[config.mk]
export PLATFORM = sky130hd
export DESIGN_NAME = pcs_top
export DESIGN_NICKNAME = d
export VERILOG_FILES = /design/src/pcs_pkg.sv /design/src/pcs_stat_if.sv /design/src/pcs_top.sv /design/src/pcs_status_mon.sv
export VERILOG_INCLUDE_DIRS = /design/src
export SDC_FILE = /design/constraint.sdc
export NUM_CORES = 1
export LEC_CHECK = 0
export BUFFER_PORTS_ARGS = -buffer_cell sky130_fd_sc_hd__clkbuf_2
export CAP_MARGIN = 20
export CORE_MARGIN = 3
export CORE_UTILIZATION = 25
export DETAILED_ROUTE_END_ITERATION = 8
export GPL_ROUTABILITY_DRIVEN = 0
export PLACE_DENSITY = 0.56
export RECOVER_POWER = 100
export SLEW_MARGIN = 20
export SYNTH_ARGS = -nofsm -noshare
export SYNTH_HDL_FRONTEND = slang
export SYNTH_HIERARCHICAL = 1
export SYNTH_SLANG_ARGS = --single-unit
[constraint.sdc]
create_clock -name sys_clk -period 1.7 [get_ports sys_clk]
set_input_delay 0.51 -clock sys_clk [delete_from_list [all_inputs] [get_ports sys_clk]]
set_output_delay 0.51 -clock sys_clk [all_outputs]
set_load 0.005 [all_outputs]
[src/pcs_cfg.svh]
`ifndef PCS_CFG_SVH
`define PCS_CFG_SVH

// ----------------------------------------------------------------------
// Register word addresses in the I/O space
// ----------------------------------------------------------------------
`define PCS_CSR_ADDR 16'h1c80
`define PCS_MUL_ADDR 16'h1c88

// ----------------------------------------------------------------------
// Control/status field positions
// ----------------------------------------------------------------------
`define PCS_STABLE_BIT 6
`define PCS_LOCK_BIT 5
`define PCS_RST_BIT 3
`define PCS_OSCPD_BIT 2
`define PCS_PLLPD_BIT 1
`define PCS_MODE_BIT 0
`define PCS_MUL_MSB 4

// ----------------------------------------------------------------------
// Reset values
// ----------------------------------------------------------------------
`define PCS_RST_RESET 1'b1
`define PCS_OSCPD_RESET 1'b0
`define PCS_PLLPD_RESET 1'b0
`define PCS_MODE_RESET 1'b0
`define PCS_MUL_RESET 5'h00
`define PCS_STABLE_RESET 1'b1
`define PCS_LOCK_RESET 1'b0

// ----------------------------------------------------------------------
// Timing counts, in reference clock cycles
// ----------------------------------------------------------------------
`define PCS_OSC_STABLE_CYCLES 41032

`endif

[src/pcs_pkg.sv]
package pcs_pkg;

  typedef enum logic [1:0] {
    PCS_OSC_READY,
    PCS_OSC_DOWN,
    PCS_OSC_WARMUP
  } pcs_osc_state_t;

  typedef logic [15:0] pcs_word_t;

endpackage

[src/pcs_stat_if.sv]
`timescale 1ns/1ps
`default_nettype none

interface pcs_stat_if;
  logic osc_pd;
  logic pll_hold;
  logic lock_raw;
  logic cnt_dis;
  logic test_mode;
  logic stable;
  logic lock;

  modport regs (output osc_pd, output pll_hold, output lock_raw, output cnt_dis,
                output test_mode, input stable, input lock);
  modport mon (input osc_pd, input pll_hold, input lock_raw, input cnt_dis,
               input test_mode, output stable, output lock);
endinterface

`default_nettype wire

[src/pcs_top.sv]
// Behaviour
// RULE1: Reserved bits of both registers read zero and ignore writes.
// RULE2: Stable flag reads 0 until the oscillator counter reaches 41,032 cycles.
// RULE3: Stable reads 1 if counter done, counter disabled or test mode; resets 1.
// RULE4: Lock flag reads 0 while acquiring, 1 once phase lock achieved.
// RULE5: Loop reset bit, reset 1, holds the PLL in reset while set.
// RULE6: Oscillator power-down bit, reset 0, powers oscillator down per mode bit.
// RULE7: With mode bit 0, oscillator powers down only once clock generator idles.
// RULE8: With mode bit 1, oscillator powers down immediately when requested.
// RULE9: Loop power-down bit, reset 0, places the PLL in power-down when 1.
// RULE10: Mode enable 0 bypasses PLL and first divider; clocks from reference.
// RULE11: Mode enable 1 derives all three system clocks from the PLL output.
// RULE12: Five-bit multiplier resets 0; codes 2 to 15 multiply, others reserved.
// RULE13: Software reprograms: bypass, reset, change, wait 1 us, release, lock, enable.
// RULE14: Control/status register at 1C80h, multiplier register at 1C88h.
// RULE15: Lock flag clears on PLL reset or power-down until a new lock.
// RULE16: Status flags are synchronised into the register clock domain before reading; only lock has a two-flop synchroniser here, stable is registered once.
`timescale 1ns/1ps
`default_nettype none
`include "pcs_cfg.svh"

module pcs_top
  import pcs_pkg::*;
#(
  parameter int OSC_STABLE_CYCLES = `PCS_OSC_STABLE_CYCLES
) (
  input wire logic sys_clk,
  input wire logic reset,
  input wire logic [15:0] io_addr,
  input wire logic io_wr,
  input wire logic io_rd,
  input wire logic [15:0] io_wdata,
  output logic [15:0] io_rdata,
  input wire logic clock_mode_select_bit,
  input wire logic clockgen_idle_status,
  input wire logic osc_counter_disable,
  input wire logic test_mode,
  input wire logic pll_lock_raw,
  output logic loop_reset_ctl,
  output logic loop_powerdown_ctl,
  output logic osc_powerdown_ctl,
  output logic osc_powerdown,
  output logic loop_mode_enable,
  output logic [4:0] multiplier_field
);

  pcs_stat_if st ();
  pcs_word_t rdata_next;

  // ----------------------------------------------------------------------
  // Address decode
  // ----------------------------------------------------------------------
  function automatic logic addr_hit(input logic [15:0] addr, input logic [15:0] target);
    addr_hit = (addr == target);
  endfunction

  // ----------------------------------------------------------------------
  // Control/status register, writable fields
  // ----------------------------------------------------------------------
  always_ff @(posedge sys_clk or posedge reset) begin
    if (reset) begin
      loop_reset_ctl <= `PCS_RST_RESET;
      osc_powerdown_ctl <= `PCS_OSCPD_RESET;
      loop_powerdown_ctl <= `PCS_PLLPD_RESET;
      loop_mode_enable <= `PCS_MODE_RESET;
    end else if (io_wr && addr_hit(io_addr, `PCS_CSR_ADDR)) begin // RULE14
      loop_reset_ctl <= io_wdata[`PCS_RST_BIT]; // RULE5
      osc_powerdown_ctl <= io_wdata[`PCS_OSCPD_BIT]; // RULE6
      loop_powerdown_ctl <= io_wdata[`PCS_PLLPD_BIT]; // RULE9
      loop_mode_enable <= io_wdata[`PCS_MODE_BIT]; // RULE10 RULE11
    end
  end

  // ----------------------------------------------------------------------
  // Multiplier register
  // ----------------------------------------------------------------------
  // Reserved codes are stored as written; keeping them out is software's job.
  always_ff @(posedge sys_clk or posedge reset) begin
    if (reset) begin
      multiplier_field <= `PCS_MUL_RESET; // RULE12
    end else if (io_wr && addr_hit(io_addr, `PCS_MUL_ADDR)) begin // RULE14
      multiplier_field <= io_wdata[`PCS_MUL_MSB:0]; // RULE12 RULE1
    end
  end

  // ----------------------------------------------------------------------
  // Oscillator power-down
  // ----------------------------------------------------------------------
  // Once down in idle-gated mode it stays down until the request is dropped,
  // so a brief exit from idle does not restart the oscillator mid-sequence.
  always_ff @(posedge sys_clk or posedge reset) begin
    if (reset) begin
      osc_powerdown <= 1'b0;
    end else if (!osc_powerdown_ctl) begin
      osc_powerdown <= 1'b0; // RULE6
    end else if (clock_mode_select_bit) begin
      osc_powerdown <= 1'b1; // RULE8
    end else if (clockgen_idle_status) begin
      osc_powerdown <= 1'b1; // RULE7
    end
  end

  // ----------------------------------------------------------------------
  // Status flags
  // ----------------------------------------------------------------------
  assign st.osc_pd = osc_powerdown;
  assign st.pll_hold = loop_reset_ctl | loop_powerdown_ctl; // RULE15
  assign st.lock_raw = pll_lock_raw;
  assign st.cnt_dis = osc_counter_disable;
  assign st.test_mode = test_mode;

  pcs_status_mon #(
    .OSC_STABLE_CYCLES(OSC_STABLE_CYCLES)
  ) u_status_mon (
    .sys_clk(sys_clk),
    .reset(reset),
    .st(st)
  );

  // ----------------------------------------------------------------------
  // Read path
  // ----------------------------------------------------------------------
  always_comb begin
    rdata_next = 16'h0000; // RULE1
    if (io_rd && addr_hit(io_addr, `PCS_CSR_ADDR)) begin
      rdata_next[`PCS_STABLE_BIT] = st.stable; // RULE2 RULE3
      rdata_next[`PCS_LOCK_BIT] = st.lock; // RULE4
      rdata_next[`PCS_RST_BIT] = loop_reset_ctl;
      rdata_next[`PCS_OSCPD_BIT] = osc_powerdown_ctl;
      rdata_next[`PCS_PLLPD_BIT] = loop_powerdown_ctl;
      rdata_next[`PCS_MODE_BIT] = loop_mode_enable;
    end else if (io_rd && addr_hit(io_addr, `PCS_MUL_ADDR)) begin
      rdata_next[`PCS_MUL_MSB:0] = multiplier_field;
    end
  end

  always_ff @(posedge sys_clk or posedge reset) begin
    if (reset) begin
      io_rdata <= 16'h0000;
    end else begin
      io_rdata <= rdata_next;
    end
  end

endmodule // pcs_top

`default_nettype wire

[src/pcs_status_mon.sv]
`timescale 1ns/1ps
`default_nettype none
`include "pcs_cfg.svh"

module pcs_status_mon
  import pcs_pkg::*;
#(
  parameter int OSC_STABLE_CYCLES = `PCS_OSC_STABLE_CYCLES
) (
  input wire logic sys_clk,
  input wire logic reset,
  pcs_stat_if.mon st
);

  pcs_osc_state_t osc_state_reg;
  logic [15:0] osc_cnt_reg;
  logic lock_sync1_reg;
  logic lock_sync2_reg;
  logic relock_wait_reg;
  logic stable_reg;
  logic lock_reg;

  localparam logic [15:0] OSC_LAST = 16'(OSC_STABLE_CYCLES - 1);

  // ----------------------------------------------------------------------
  // Oscillator start-up counter
  // ----------------------------------------------------------------------
  // The oscillator is taken as settled at reset release; the count only runs
  // after it wakes from power-down.
  always_ff @(posedge sys_clk or posedge reset) begin
    if (reset) begin
      osc_state_reg <= PCS_OSC_READY;
      osc_cnt_reg <= 16'h0000;
    end else begin
      case (osc_state_reg)
        PCS_OSC_READY: begin
          if (st.osc_pd) begin
            osc_state_reg <= PCS_OSC_DOWN;
          end
        end
        PCS_OSC_DOWN: begin
          osc_cnt_reg <= 16'h0000;
          if (!st.osc_pd) begin
            osc_state_reg <= PCS_OSC_WARMUP;
          end
        end
        PCS_OSC_WARMUP: begin
          if (st.osc_pd) begin
            osc_state_reg <= PCS_OSC_DOWN;
          end else if (osc_cnt_reg == OSC_LAST) begin
            osc_state_reg <= PCS_OSC_READY; // RULE2
          end else begin
            osc_cnt_reg <= osc_cnt_reg + 16'h0001;
          end
        end
        default: begin
          osc_state_reg <= PCS_OSC_READY;
        end
      endcase
    end
  end

  always_ff @(posedge sys_clk or posedge reset) begin
    if (reset) begin
      stable_reg <= `PCS_STABLE_RESET;
    end else begin
      stable_reg <= st.test_mode | st.cnt_dis | (osc_state_reg == PCS_OSC_READY); // RULE3
    end
  end

  // ----------------------------------------------------------------------
  // Lock indication
  // ----------------------------------------------------------------------
  // The analog lock detector is asynchronous, so it is retimed before use.
  always_ff @(posedge sys_clk or posedge reset) begin
    if (reset) begin
      lock_sync1_reg <= 1'b0;
      lock_sync2_reg <= 1'b0;
    end else begin
      lock_sync1_reg <= st.lock_raw; // RULE16
      lock_sync2_reg <= lock_sync1_reg; // RULE16
    end
  end

  // A stale lock level from before a reset or power-down must drop once
  // before a new lock is believed.
  always_ff @(posedge sys_clk or posedge reset) begin
    if (reset) begin
      relock_wait_reg <= 1'b1;
    end else if (st.pll_hold) begin
      relock_wait_reg <= 1'b1; // RULE15
    end else if (!lock_sync2_reg) begin
      relock_wait_reg <= 1'b0;
    end
  end

  always_ff @(posedge sys_clk or posedge reset) begin
    if (reset) begin
      lock_reg <= `PCS_LOCK_RESET;
    end else begin
      lock_reg <= lock_sync2_reg & !relock_wait_reg & !st.pll_hold; // RULE4 RULE15
    end
  end

  assign st.stable = stable_reg;
  assign st.lock = lock_reg;

endmodule // pcs_status_mon

`default_nettype wire

# Word-level counts from Yosys, hierarchy flattened

Cells that the tools add are included.

Word-level logic and storage cells: 59
Bits in registers: 40

Muxes and demuxes: 17
Bitwise operators: 5
$add $sub $neg: 1
Reduce and logical (&&, ||, !) cells: 10
Equality and inequality tests: 12

Operators by type and width:

| operator                                        | count |
|---|---|
| == test 16 x 13 -> 1 bit, second input constant | 2 |
| two-way mux 16 bit                              | 2 |
| one-hot mux 16 bit (2 select lines)             | 1 |
| adder 16 x 1 -> 16 bit, second input constant   | 1 |
| == test 16 bit, second input constant           | 1 |
| two-way mux 2 bit                               | 5 |
| != test 2 bit, second input constant            | 4 |
| two-way mux 1 bit                               | 6 |
| one-hot mux 2 bit (3 select lines)              | 1 |
| AND reduction 3 bit                             | 2 |
| two-way mux 5 bit                               | 1 |
| logical AND 1 bit                               | 4 |
| two-way mux 4 bit                               | 1 |
| != test 3 x 2 -> 1 bit, second input constant   | 1 |
| != test 3 bit, second input constant            | 1 |
| OR 1 bit                                        | 3 |
| AND 1 bit                                       | 2 |
| == test 2 x 1 -> 1 bit, second input constant   | 1 |
| == test 2 bit, second input constant            | 1 |
| zero test 1 bit                                 | 2 |
| zero test 2 bit                                 | 1 |
| != test 2 x 1 -> 1 bit, second input constant   | 1 |
| nonzero test 2 bit                              | 1 |

# Depth between registers and ports, before layout

Word-level depth: 4
Depth in mapped cells: 5
Mapped depth without buffers: 5

# By module

Netlist, hierarchy kept.

Modules (own cells, without submodules):

| module         | sequential area each (um^2) | instances | cells each | area each (um^2) |
|---|---|---|---|---|
| pcs_status_mon | 578.1                       | 1         | 119        | 1203.7 |
| pcs_top        | 426.7                       | 1         | 58         | 790.8 |

# Worst setup path before layout

OpenSTA, ideal clock, no wires.

Path kind: flip-flop to flip-flop
Start: register u_status_mon.osc_cnt_reg[0]
End: register u_status_mon.osc_cnt_reg[12]
Period minus slack after synthesis: 1826 ps
Arrival: 1739 ps
Stages on the path, launching flop included: 6
Data required time: 1613 ps
Setup time: 87 ps
Slack: -126 ps
Cell sequence: dfrtp_1 -> ha_1 -> nand3_1 -> or4_1 -> or4_1 -> o211ai_1

Cells in the longest elaborated chain, start to end: 4

Ends and longest elaborated chain:

| what                                | line                 | RTL |
|---|---|---|
| start: declaration                  | pcs_status_mon.sv:16 | `logic [15:0] osc_cnt_reg;` |
| start signal: assignment            | pcs_status_mon.sv:53 | `osc_cnt_reg <= osc_cnt_reg + 16'h0001;` |
| adder 16 x 1 -> 16 bit              | pcs_status_mon.sv:53 |  |
| two-way mux 16 bit                  | pcs_status_mon.sv:50 | `end else if (osc_cnt_reg == OSC_LAST) begin` |
| two-way mux 16 bit                  | pcs_status_mon.sv:48 | `if (st.osc_pd) begin` |
| one-hot mux 16 bit (2 select lines) | pcs_status_mon.sv:35 | `case (osc_state_reg)` |

Several ways; a longest one is shown, not always the timed one. The select of a mux whose other input is x is not followed.
A chain may end at the register's enable or synchronous reset.

# Worst setup path in the final report

Start: register u_status_mon.osc_cnt_reg[9]
End: register u_status_mon.osc_cnt_reg[12]

The elaborated chain is that of the path after synthesis.

==> results.py <==
metrics = {
    "clock_tree": {
        "cts_tree": "yes",
        "cts_sinks": 40,
        "clk_pin_slew_ns": 0.08,
        "root_buffer": "clkbuf_8",
        "htreeDepth": 2,
        "cts_max_path_buffers": 2,
        "numCtsBuffers": 5,
        "clk_latency_ns": 0.29,
    },
    "hold_path": {
        "hp-class": "in2reg",
        "hold_start": "pll_lock_raw",
    },
    "layout": {
        "fin_nets": 307,
        "largest_reg_flops": 16,
        "fin_util": 0.364,
        "drive_gt1_frac": 0.395,
        "diodes": 0,
        "syn_to_final_growth_pct": 36.6,
    },
    "setup_path": {
        "cpPeakStageDelay_ns": 0.50,
        "required_ns": 1.91,
        "path_cells": "nand4_1 -> or4_4 -> or4_1 -> o211ai_1",
        "worstSetupEndpointType": "flip-flop",
        "crit_type": "reg2reg",
        "worstPathMaxFanout": 6,
        "path_buf_inv": 0,
        "rr_startpoint": "u_status_mon/osc_cnt_reg[9]",
        "cp_slowest_cell": "dfrtp_1",
        "crit_path_start": "u_status_mon/osc_cnt_reg[9]",
        "ff2ff_setup_slack_ns": -0.03,
        "worst_ep_arrival_time_ns": 1.93,
        "cp-start-kind": "flip-flop",
        "critPathTopFamily": "simple AND/OR/NAND/NOR gates",
    },
    "die": {
        "initial_core_util": 0.266,
        "die_y_um": 95.3,
        "core_um2": 7490,
        "num_rows": 31,
        "die_area_um2": 9080,
        "num_io_pins": 67,
        "die_w_um": 95.3,
    },
    "grt": {
        "grt.met1_usage": 0.143,
        "antenna_found_initial": 0,
        "grt_pass1_wl_um": 8020,
        "grt_busiest_layer": "met2",
        "grt_usage": 0.112,
        "grtUsageMet3": 0.0150,
        "grt_pass1_vias": 1709,
        "grt.overflow.total": 0,
        "met2_usage": 0.194,
        "grt_max_degree": 24,
    },
    "pwr": {
        "powerDensity_nw_per_um2": 628,
        "pwr-share-comb": 0.050,
        "p_switching_w": 0.000389,
        "clock_power_share": 0.389,
        "swShare": 0.227,
        "vdd_drop_max_mv": 0.240,
        "finalPower_w": 0.00171,
        "internal_power_w": 0.00132,
        "leakage_nw": 1.26,
        "power_frac_seq": 0.561,
    },
    "yosys": {
        "synthFlopType": "dfrtp_1",
        "yosysUniqueCellTypes": 53,
        "synth_edf_count": 0,
        "ys_warn_count": 6,
        "synth_seq_area_share": 0.504,
        "syn_inst": 177,
        "async_flop_share": 1.00,
        "avgSynthCellArea_um2": 11.3,
        "synth-seq-cells": 40,
        "synth_top_area_frac": 0.464,
        "netlist_area_um2": 1990,
        "synth_area_leader_cell": "dfrtp_1",
        "ys_top_cells_by_area": "dfrtp_1 (46%), mux2_2 (4.5%), dfstp_2 (4.0%)",
    },
    "timing": {
        "period_needed_ns": 1.73,
        "slew_headroom": 0.389,
        "worst_slew_pin_slew_ns": 0.917,
        "rsz0062_at_grt": "yes",
        "final_max_slew_viol_count": 0,
        "fmax_ghz": 0.579,
        "setup_ws_ns": -0.0272,
        "setup_viol": 1,
        "fin_skew_ns": 0.00359,
        "period_share": 1.02,
        "finalHoldViolCount": 0,
    },
    "placement": {
        "dp.final_hpwl_um": 3760,
        "io_buffers": 46,
    },
    "route": {
        "vias_per_cell": 4.61,
        "vias": 1681,
        "avgRoutedWirePerCell_um": 13.2,
        "drc": 0,
        "drt-pass1-iter-count": 4,
        "routed_wl_um": 4800,
        "first_iter_violations": 84,
        "ant_nets": 0,
    },
    "flow_run": {
        "maxCapViolCount": 0,
    },
    "outcome": {
        "status": "finished with violations",
        "violations": "setup timing",
    },
}
power groups by stage:
stage	combinational, W	clock [W]	sequential, W
2_1_floorplan	0.0000484	0	0.000980
3_3_place_gp	0.0000905	0	0.000980
3_5_place_dp	0.0000931	0	0.000979
4_1_cts	0.0000934	0.000698	0.000961
5_1_grt	0.000101	0.000741	0.000961
6_report	0.0000863	0.000666	0.000960
cells in the mapped netlist (2+ instances only):
| cell type | number |
|---|---|
| dfrtp_1 | 37 |
| inv_1 | 11 |
| nand2_1 | 11 |
| buf_4 | 9 |
| nand4_1 | 9 |
| mux2_2 | 8 |
| nand3_1 | 6 |
| nor2_1 | 6 |
| nor3_1 | 6 |
| a21oi_1 | 5 |
| mux2i_1 | 5 |
| a22o_1 | 4 |
| o211ai_1 | 4 |
| a31o_2 | 3 |
| and2_1 | 3 |
| dfstp_2 | 3 |
| nor3b_1 | 3 |
| nor4_1 | 3 |
| o21ai_0 | 3 |
| clkbuf_1 | 2 |
| nor4b_1 | 2 |
| o31a_1 | 2 |
| or4_1 | 2 |
final cells by class:
cell class / count / area [um^2]
multi-input cells: 122 / 967
clock inverters: 2 / 15.0
well taps: 99 / 124
clock buffers: 6 / 82.6
flip-flops and latches: 40 / 1000
repair buffers: 85 / 490
inverters: 11 / 41.3
fillers: 762 / 4760
stage by stage:
stage | cells | hold slack (ns) | cell area [um^2] | setup TNS, ns | setup slack, ns
after global routing | 365 | 0.321 | 2730 | -0.603 | -0.0851
after detailed placement | 355 | 0.340 | 2600 | -2.11 | -0.245
final | 365 | 0.339 | 2730 | -0.0272 | -0.0272
after floorplan | 185 | 0.331 | 2060 | -0.0180 | -0.0180
after global placement | 355 | 0.336 | 2600 | -2.20 | -0.228
after CTS | 364 | 0.228 | 2710 | -0.0410 | -0.0373
cells in the final DEF, fill, tap and decap left out, types with 6 or more instances in the layout:
cell type / instances
dfrtp_1: 37
clkbuf_2: 35
conb_1: 9
nand2_1: 11
buf_4: 28
nand4_1: 10
nor2_1: 7
mux2_2: 6
clkbuf_8: 6
clkbuf_1: 18
inv_1: 11
worst paths after layout:
check | endpoint | cells after the start
min in group asynchronous | u_status_mon/osc_cnt_reg[10] | 3
max reg2reg | u_status_mon/osc_cnt_reg[12] | 4
max | u_status_mon/osc_cnt_reg[12] | 4
min reg2reg | u_status_mon/lock_sync2_reg | 0
min | u_status_mon/lock_sync1_reg | 1
max in group asynchronous | osc_powerdown_ctl | 3
cell families after synthesis:
family | after synthesis | synth area share
adder cells (fa/ha/maj) | 1 | 0.00627
flip-flops | 40 | 0.504
buffers and inverters | 23 | 0.0640
multiplexers | 14 | 0.0759
other | 1 | 0.00188
AND/OR/NAND/NOR | 67 | 0.232
XOR/XNOR | 1 | 0.00439
AO/OA/AOI/OAI | 30 | 0.112
repair_timing:
action                                  in CTS  in global routing
gates cloned                                 0                  0
pin swaps                                    4                  7
gates resized for setup                      0                 14
hold buffers                                 0                  0
endpoints found under the setup margin       2                 14
setup buffers                                1                  2
per-layer routing:
layer | up-vias | wire length (um)
met2 | 26 | 2360
met1 | 830 | 2220
met5 | - | 0
met4 | 0 | 68
met3 | 5 | 152
li1 | 820 | -
Note: power is estimated with default switching activity, not from simulation.
